--- config.mk ---
export PLATFORM = sky130hd
export DESIGN_NAME = usp_serial_port_two
export DESIGN_NICKNAME = d
export VERILOG_FILES = /design/src/shared/usp_pkg.sv /design/src/rtl/usp_rx_engine.sv /design/src/rtl/usp_serial_port_two.sv
export SDC_FILE = /design/constraint.sdc
export NUM_CORES = 1
export LEC_CHECK = 0
export BUFFER_PORTS_ARGS = -buffer_cell sky130_fd_sc_hd__buf_2
export CAP_MARGIN = 20
export CORE_MARGIN = 2
export CORE_UTILIZATION = 30
export DETAILED_ROUTE_END_ITERATION = 8
export GPL_TIMING_DRIVEN = 0
export HOLD_SLACK_MARGIN = 0.05
export PLACE_DENSITY = 0.54
export SYNTH_ARGS = -nofsm -noshare
export SYNTH_HDL_FRONTEND = slang
export SYNTH_SLANG_ARGS = --single-unit
--- constraint.sdc ---
create_clock -name mclk -period 4.92 [get_ports mclk]
set_input_delay 0.738 -clock mclk [delete_from_list [all_inputs] [get_ports mclk]]
set_output_delay 0.738 -clock mclk [all_outputs]
set_load 0.03 [all_outputs]
--- src/shared/usp_pkg.sv ---
package usp_pkg;

	// ==========================================================
	// Control register location and reset
	localparam logic [7:0] USP_CTRL_ADDR = 8'h98;
	// The unused bit 6 reads back as one; every other bit resets low
	localparam logic [7:0] USP_CTRL_RESET = 8'h40;
	localparam logic USP_UNUSED_LEVEL = 1'b1;

	// ==========================================================
	// Frame formats selected by the mode bit
	localparam logic USP_FMT_8BIT = 1'b0;
	localparam logic USP_FMT_9BIT = 1'b1;

	// ==========================================================
	// Bit timing on the 16x oversampling tick
	localparam logic [3:0] USP_TICKS_LAST = 4'hF;
	localparam logic [3:0] USP_SAMPLE_TICK = 4'h7;
	localparam logic [3:0] USP_LAST_DATA_BIT = 4'h7;

	// ==========================================================
	// Control register layout, bit 7 down to bit 0
	typedef struct packed {
		logic frame_format_select;
		logic unused;
		logic stop_check_multiproc_enable;
		logic receive_enable_bit;
		logic transmit_ninth_bit;
		logic receive_ninth_bit;
		logic transmit_complete_flag;
		logic receive_complete_flag;
	} usp_ctrl_s;

	// Special function register access from the core
	typedef struct packed {
		logic wr;
		logic [7:0] addr;
		logic [7:0] wdata;
	} usp_sfr_req_s;

	// One received frame
	typedef struct packed {
		logic [7:0] data;
		logic ninth;
		logic stop;
	} usp_rx_frame_s;

	typedef enum logic [2:0] {
		USP_TX_IDLE,
		USP_TX_START,
		USP_TX_DATA,
		USP_TX_NINTH,
		USP_TX_STOP
	} usp_tx_state_e;

	typedef enum logic [2:0] {
		USP_RX_IDLE,
		USP_RX_START,
		USP_RX_DATA,
		USP_RX_NINTH,
		USP_RX_STOP
	} usp_rx_state_e;

endpackage : usp_pkg

--- src/rtl/usp_rx_engine.sv ---
`timescale 1ns/1ps
`default_nettype none

module usp_rx_engine (
	input wire logic mclk,
	input wire logic rst_sync_n,
	input wire logic rx_level,
	input wire logic baud_tick,
	input wire logic enable,
	input wire logic nine_bit,
	output logic frame_done,
	output usp_pkg::usp_rx_frame_s frame
);
	import usp_pkg::*;

	typedef struct packed {
		usp_rx_state_e st;
		logic [3:0] tcnt;
		logic [3:0] bcnt;
		logic [7:0] shift;
		logic ninth;
		logic done;
		logic armed;
		usp_rx_frame_s frame;
	} usp_rx_state_s;

	usp_rx_state_s rx_reg;
	usp_rx_state_s rx_next;

	// ==========================================================
	// Bit engine
	always_comb begin
		rx_next = rx_reg;
		rx_next.done = 1'b0;
		if (baud_tick && rx_reg.st != USP_RX_IDLE) begin
			rx_next.tcnt = rx_reg.tcnt + 4'h1;
		end
		case (rx_reg.st)
			USP_RX_IDLE: begin
				rx_next.tcnt = 4'h0;
				// Start needs a fall from a high line, so a low stop bit
				// still on the wire cannot open a false frame
				rx_next.armed = rx_level;
				if (enable && rx_reg.armed && !rx_level) begin
					rx_next.st = USP_RX_START;
				end
			end
			USP_RX_START: begin
				// Re-check mid start bit so a glitch does not start a frame
				if (baud_tick && rx_reg.tcnt == USP_SAMPLE_TICK) begin
					rx_next.tcnt = 4'h0;
					rx_next.bcnt = 4'h0;
					rx_next.st = rx_level ? USP_RX_IDLE : USP_RX_DATA;
				end
			end
			USP_RX_DATA: begin
				if (baud_tick && rx_reg.tcnt == USP_TICKS_LAST) begin
					rx_next.shift = {rx_level, rx_reg.shift[7:1]};
					rx_next.bcnt = rx_reg.bcnt + 4'h1;
					if (rx_reg.bcnt == USP_LAST_DATA_BIT) begin
						rx_next.st = nine_bit ? USP_RX_NINTH : USP_RX_STOP;
					end
				end
			end
			USP_RX_NINTH: begin
				if (baud_tick && rx_reg.tcnt == USP_TICKS_LAST) begin
					rx_next.ninth = rx_level;
					rx_next.st = USP_RX_STOP;
				end
			end
			USP_RX_STOP: begin
				if (baud_tick && rx_reg.tcnt == USP_TICKS_LAST) begin
					rx_next.frame.data = rx_reg.shift;
					rx_next.frame.ninth = rx_reg.ninth;
					rx_next.frame.stop = rx_level;
					rx_next.done = 1'b1;
					rx_next.st = USP_RX_IDLE;
				end
			end
			default: begin
				rx_next.st = USP_RX_IDLE;
			end
		endcase
		// A frame in flight is dropped once reception is switched off
		if (!enable) begin
			rx_next.st = USP_RX_IDLE; // RULE_04
			rx_next.done = 1'b0;
		end
	end

	always_ff @(posedge mclk or negedge rst_sync_n) begin
		if (!rst_sync_n) begin
			rx_reg <= '0;
		end else begin
			rx_reg <= rx_next;
		end
	end

	assign frame_done = rx_reg.done;
	assign frame = rx_reg.frame;

endmodule : usp_rx_engine

`default_nettype wire

--- src/rtl/usp_serial_port_two.sv ---
`timescale 1ns/1ps
`default_nettype none

// How it works
// RULE_01 - The mode bit picks an 8-bit frame at 0 and a 9-bit frame at 1.
// RULE_02 - With stop checking on, 8-bit frames flag only on a high stop bit.
// RULE_03 - With filtering on, 9-bit frames flag only on a high ninth bit.
// RULE_04 - Frames are received only while the receive enable bit is 1.
// RULE_05 - 9-bit frames send the written ninth bit; hardware never alters it.
// RULE_06 - In 8-bit frames the software ninth bit has no effect on the line.
// RULE_07 - Each frame loads the stored ninth bit: stop bit or ninth data bit.
// RULE_08 - Frame ends set flags for the interrupt; only software clears them.
module usp_serial_port_two (
	input wire logic mclk,
	input wire logic rst_n,
	input wire usp_pkg::usp_sfr_req_s sfr_req,
	output logic [7:0] sfr_rdata,
	input wire logic baud_tick,
	input wire logic tx_start,
	input wire logic [7:0] tx_data,
	output logic tx_busy,
	output logic tx_pin,
	input wire logic rx_pin,
	output logic [7:0] rx_data,
	output logic rx_data_valid,
	input wire logic port_int_enable,
	output logic port_irq
);
	import usp_pkg::*;

	typedef struct packed {
		logic [2:0] rx_sync;
		logic rx_level;
		usp_ctrl_s ctrl;
		logic [7:0] rdata;
		usp_tx_state_e tx_st;
		logic [3:0] tcnt;
		logic [3:0] bcnt;
		logic [7:0] tx_shift;
		logic txd;
		logic busy;
		logic [7:0] rx_data;
		logic rx_valid;
		logic irq;
	} usp_top_state_s;

	usp_top_state_s top_reg;
	usp_top_state_s top_next;
	logic [1:0] rst_sync_reg;
	logic rst_sync_n;
	logic rx_done;
	usp_rx_frame_s rx_frame;
	logic rx_accept;
	logic ctrl_wr;
	logic tx_end;

	// ==========================================================
	// Reset release
	// Held two edges so the whole block leaves reset on one clean edge
	always_ff @(posedge mclk or negedge rst_n) begin
		if (!rst_n) begin
			rst_sync_reg <= 2'h0;
		end else begin
			rst_sync_reg <= {rst_sync_reg[0], 1'b1};
		end
	end
	assign rst_sync_n = rst_sync_reg[1];

	// ==========================================================
	// Receiver
	usp_rx_engine u_rx (
		.mclk(mclk),
		.rst_sync_n(rst_sync_n),
		.rx_level(top_reg.rx_level),
		.baud_tick(baud_tick),
		.enable(top_reg.ctrl.receive_enable_bit), // RULE_04
		.nine_bit(top_reg.ctrl.frame_format_select == // RULE_01
			USP_FMT_9BIT),
		.frame_done(rx_done),
		.frame(rx_frame)
	);

	// Stop checking and address filtering share one enable bit
	always_comb begin
		rx_accept = 1'b1;
		if (top_reg.ctrl.stop_check_multiproc_enable) begin
			if (top_reg.ctrl.frame_format_select == USP_FMT_9BIT) begin
				rx_accept = rx_frame.ninth; // RULE_03
			end else begin
				rx_accept = rx_frame.stop; // RULE_02
			end
		end
	end

	assign ctrl_wr = sfr_req.wr && sfr_req.addr == USP_CTRL_ADDR;
	assign tx_end = top_reg.tx_st == USP_TX_STOP && baud_tick &&
		top_reg.tcnt == USP_TICKS_LAST;

	// ==========================================================
	// Control, transmitter and flags
	always_comb begin
		top_next = top_reg;
		top_next.rx_valid = 1'b0;
		// Pin filter: a new level counts once the two later stages agree
		top_next.rx_sync = {top_reg.rx_sync[1:0], rx_pin};
		if (top_reg.rx_sync[1] == top_reg.rx_sync[2]) begin
			top_next.rx_level = top_reg.rx_sync[2];
		end

		// Software write first so hardware events below override it
		if (ctrl_wr) begin
			top_next.ctrl = usp_ctrl_s'(sfr_req.wdata);
			top_next.ctrl.unused = USP_UNUSED_LEVEL;
		end

		if (rx_done) begin
			if (top_reg.ctrl.frame_format_select == USP_FMT_9BIT) begin
				top_next.ctrl.receive_ninth_bit = rx_frame.ninth; // RULE_07
			end else begin
				top_next.ctrl.receive_ninth_bit = rx_frame.stop; // RULE_07
			end
			if (rx_accept) begin
				top_next.ctrl.receive_complete_flag = 1'b1; // RULE_08
				top_next.rx_data = rx_frame.data;
				top_next.rx_valid = 1'b1;
			end
		end

		if (baud_tick && top_reg.tx_st != USP_TX_IDLE) begin
			top_next.tcnt = top_reg.tcnt + 4'h1;
		end
		case (top_reg.tx_st)
			USP_TX_IDLE: begin
				top_next.txd = 1'b1;
				top_next.tcnt = 4'h0;
				if (tx_start) begin
					top_next.tx_shift = tx_data;
					top_next.busy = 1'b1;
					top_next.txd = 1'b0;
					top_next.tx_st = USP_TX_START;
				end
			end
			USP_TX_START: begin
				if (baud_tick && top_reg.tcnt == USP_TICKS_LAST) begin
					top_next.txd = top_reg.tx_shift[0];
					top_next.bcnt = 4'h0;
					top_next.tx_st = USP_TX_DATA;
				end
			end
			USP_TX_DATA: begin
				if (baud_tick && top_reg.tcnt == USP_TICKS_LAST) begin
					top_next.tx_shift = {1'b0, top_reg.tx_shift[7:1]};
					top_next.bcnt = top_reg.bcnt + 4'h1;
					top_next.txd = top_reg.tx_shift[1];
					if (top_reg.bcnt == USP_LAST_DATA_BIT) begin
						if (top_reg.ctrl.frame_format_select == USP_FMT_9BIT) begin
							// Read only, never written back
							top_next.txd = top_reg.ctrl.transmit_ninth_bit; // RULE_05
							top_next.tx_st = USP_TX_NINTH;
						end else begin
							// Ninth bit is not consulted at all here
							top_next.txd = 1'b1; // RULE_06
							top_next.tx_st = USP_TX_STOP;
							top_next.ctrl.transmit_complete_flag = 1'b1; // RULE_08
						end
					end
				end
			end
			USP_TX_NINTH: begin
				if (baud_tick && top_reg.tcnt == USP_TICKS_LAST) begin
					top_next.txd = 1'b1;
					top_next.tx_st = USP_TX_STOP;
					top_next.ctrl.transmit_complete_flag = 1'b1; // RULE_08
				end
			end
			USP_TX_STOP: begin
				if (tx_end) begin
					top_next.busy = 1'b0;
					top_next.tx_st = USP_TX_IDLE;
				end
			end
			default: begin
				top_next.tx_st = USP_TX_IDLE;
				top_next.busy = 1'b0;
				top_next.txd = 1'b1;
			end
		endcase

		// Reads show the register as it stood before this cycle's write,
		// so the core may read and write in one cycle
		top_next.rdata = 8'h00;
		if (sfr_req.addr == USP_CTRL_ADDR) begin
			top_next.rdata = top_reg.ctrl;
		end
		top_next.irq = port_int_enable &&
			(top_next.ctrl.transmit_complete_flag ||
			top_next.ctrl.receive_complete_flag); // RULE_08
	end

	always_ff @(posedge mclk or negedge rst_sync_n) begin
		if (!rst_sync_n) begin
			top_reg <= '0;
			top_reg.rx_sync <= 3'h7;
			top_reg.rx_level <= 1'b1;
			top_reg.ctrl <= usp_ctrl_s'(USP_CTRL_RESET);
			top_reg.txd <= 1'b1;
		end else begin
			top_reg <= top_next;
		end
	end

	assign sfr_rdata = top_reg.rdata;
	assign tx_busy = top_reg.busy;
	assign tx_pin = top_reg.txd;
	assign rx_data = top_reg.rx_data;
	assign rx_data_valid = top_reg.rx_valid;
	assign port_irq = top_reg.irq;

endmodule : usp_serial_port_two

`default_nettype wire

==> flow_summary.yaml <==
run_status:
  run_status: "complete, no violations"
clocking:
  cts_tree: "built"
  hold_buffers: 0
  clock_latency_ns: 0.33
  cts.path.max_buffers: 2
  cts_inserted_buffers: 9
  clk_pin_slew_ns: 0.06
  cts-root-buf: "clkbuf_16"
  sink_count: 84
  cts.repair.resized: 0
  postCtsSetupRepairBufs: 0
  clock_tree.htree_level_count: 3
run:
  cap_viol_max_count: 0
global_routing:
  grt_pass1_wl_um: 13000
  gr-usage-met1_pct: 16.0
  globalRouteOverflowTotal: 0
  met3_usage_pct: 2.99
  grtUsageTotal_pct: 11.4
  grt_busiest_layer: "met2"
  number_of_global_route_vias_before_repair: 2667
  antenna_found_initial: 0
  grt_start_max_net_pins: 60
  global_route.usage.met2_pct: 16.5
route:
  drt.antenna.violating_nets: 0
  detailroute.via_count: 2733
  drt-pass1-iter-count: 4
  post-route-drc-count: 0
  route.detailed.wl_per_inst_um: 12.4
  drc_violation_total_after_the_first_tritonroute_iteration: 254
  postRouteWirelength_um: 7340
  vias_per_inst: 4.60
setup_path:
  cp.required_ns: 5.14
  setup_slack_of_the_most_critical_reg_to_reg_path_ns: 2.81
  path_class: "reg -> reg"
  timing.critical_path.arrival_ns: 2.33
  worst_r2r_endpoint: "top_reg[19]"
  crit_path_max_fanout: 8
  worst_setup_path_start_kind: "flop"
  timing.critical_path.cells: "ha_1, and4_1, mux2i_1, nor3_2, mux2_2"
  cp_slowest_cell: "nor3_2"
  timing.reg2reg.worst_path_depth: 5
  r2r_start: "top_reg[24]"
  timing.critical_path.to_type: "flop"
  critical_path.max_stage_delay_ns: 0.51
sta:
  clock_skew_ns: 0.00519
  setup_violations: 0
  maxClockFrequency_mhz: 473
  hold_viol: 0
  timing.final.crit_share_pct: 43.0
  worst_hold_margin_ns: 0.178
  remaining_max_slew_budget_at_the_tightest_pin_pct: 45.7
  timing.setup.tns_ns: 0
  final-max-slew-violation-count: 0
  tightest_slew_ns: 0.813
  setup_repair_after_global_routing_missed_its_margin: "false"
  final_critical_path_required_period_ns: 2.11
power:
  vdd_ir_drop_max_mv: 0.205
  power-per-cell-area_nw_per_um2: 410
  p_leak_nw: 2.33
  finalPower_mw: 1.94
placement:
  io_buffers: 49
  final_gp_congestion: 0.790
  detailed_place_hpwl_um: 5110
layout:
  share_of_cells_above_drive_strength_1_pct: 32.2
  area_delta_synth_final_pct: 19.9
  fillerInstances: 1276
  final_core_util_pct: 37.1
  largest_reg_flops: 28
  finalNetCount: 452
  num_antenna_cells: 0
logic_synthesis:
  synth_fp_nets: 391
  synthesis.instances: 356
  avgSynthCellArea_um2: 11.1
  ys_types: 57
  synth-edff-count: 0
  synthArstFlopShare_pct: 100
  yosys_most_used_dff: "dfrtp_1"
  yosys_warnings: 0
  post_synthesis_cell_area_um2: 3940
  synth_seq_cells: 84
  ys_seq_area_share_pct: 53.5
floorplanning:
  initial_core_utilization_pct: 31.0
  floorplan.core_area_um2: 12700
  row_count: 41
  die_h_um: 119
  die_w_um: 119
  i_o_pin_cnt: 51
  fp.dieArea_um2: 14100
hold_path:
  min_path_type: "in -> async"
-- worst max-delay path by stage --
| stage | to | startpoint | slack [ns] |
|---|---|---|---|
| floorplan | port_irq | rst_sync_reg[1] | 2.42 |
| global placement | rx_data[4] | rst_sync_reg[1] | 1.34 |
| detailed placement | top_reg[44] | sfr_req[9] | 2.52 |
| CTS | top_reg[13] | top_reg[24] | 2.79 |
| global route | top_reg[17] | top_reg[24] | 2.66 |
| finish | top_reg[19] | top_reg[24] | 2.81 |
-- per-layer routing --
metal | up-vias | share of wire, %
met3 | 8 | 3.4
met4 | 0 | 1.6
met5 | - | 0
met1 | 1325 | 51
li1 | 1356 | -
met2 | 44 | 44
-- final cells by class --
| type | count | area [um^2] | area share, % |
|---|---|---|---|
| inverters | 11 | 41.3 | 0.874 |
| well taps | 172 | 215 | 4.55 |
| clock buffers | 10 | 229 | 4.85 |
| multi-input cells | 229 | 1600 | 33.8 |
| flip-flops and latches | 84 | 2110 | 44.7 |
| plain buffers | 32 | 195 | 4.13 |
| repair buffers | 50 | 273 | 5.77 |
| clock inverters | 6 | 65.1 | 1.38 |
-- synth_stat cells (7+ instances only) --
library cell / count / area, um^2
a21oi_1: 10 / 50.1
and3_1: 7 / 43.8
buf_4: 16 / 120
clkbuf_1: 8 / 30.0
dfrtp_1: 79 / 1980
inv_1: 11 / 41.3
mux2_2: 24 / 270
mux2_4: 9 / 135
mux2i_1: 10 / 100
nand2_1: 51 / 191
nand3_1: 7 / 35.0
nor2_1: 19 / 71.3
o21ai_0: 20 / 100
-- logic make-up (layout without fill, tap and decap cells) --
kind of cell / Yosys count / after routing / synth area share, %
muxes: 43 / 43 / 12.8
buffers and inverters: 43 / 109 / 6.00
xor gates and xnor gates: 5 / 5 / 1.11
adders and majority gates: 5 / 5 / 1.52
other: 1 / 1 / 0.0952
AOI/OAI and AO/OA: 53 / 53 / 8.51
DFF: 84 / 84 / 53.5
and+or+nand+nor: 122 / 122 / 16.4
-- per-stage QoR --
stage | area, um^2 | instances | setup WS [ns]
2_1_floorplan | 3940 | 356 | 2.42
3_3_place_gp | 4400 | 577 | 1.34
3_5_place_dp | 4430 | 578 | 2.52
4_1_cts | 4730 | 594 | 2.79
5_1_grt | 4730 | 594 | 2.66
6_report | 4730 | 594 | 2.81
-- cells in the final DEF (no fill, tap or decap), types with 3 or more instances in the layout --
| cell | n |
|---|---|
| xor2_1 | 3 |
| mux2_2 | 24 |
| nand2_1 | 51 |
| inv_1 | 11 |
| and3_1 | 7 |
| nand3b_1 | 5 |
| ha_1 | 4 |
| a21oi_1 | 10 |
| nand2b_1 | 6 |
| clkbuf_16 | 9 |
| nor3_1 | 4 |
| nand3_1 | 7 |
| mux2i_1 | 10 |
| dfstp_2 | 5 |
| a22o_1 | 3 |
| clkbuf_1 | 9 |
| nor2_1 | 19 |
| mux2_4 | 9 |
| dfrtp_1 | 78 |
| o21ai_0 | 20 |
| buf_2 | 55 |
| buf_4 | 16 |
| a31oi_1 | 3 |
-- critical path, delay by kind of cell, from the launching register on --
family                     cells  cell delay, ns
adders and majority gates      1            0.21
muxes                          2            0.53
and+or+nand+nor                2            0.87
DFF                            1            0.38
-- report_power, final --
| part | switching, mW | total [mW] | internal (mW) | leakage [nW] |
|---|---|---|---|---|
| sequential | 0.0728 | 0.859 | 0.787 | 1.10 |
| clock | 0.274 | 0.667 | 0.393 | 0.142 |
| combinational | 0.227 | 0.408 | 0.181 | 1.10 |
No activity file was read; power rests on OpenSTA's default activity.
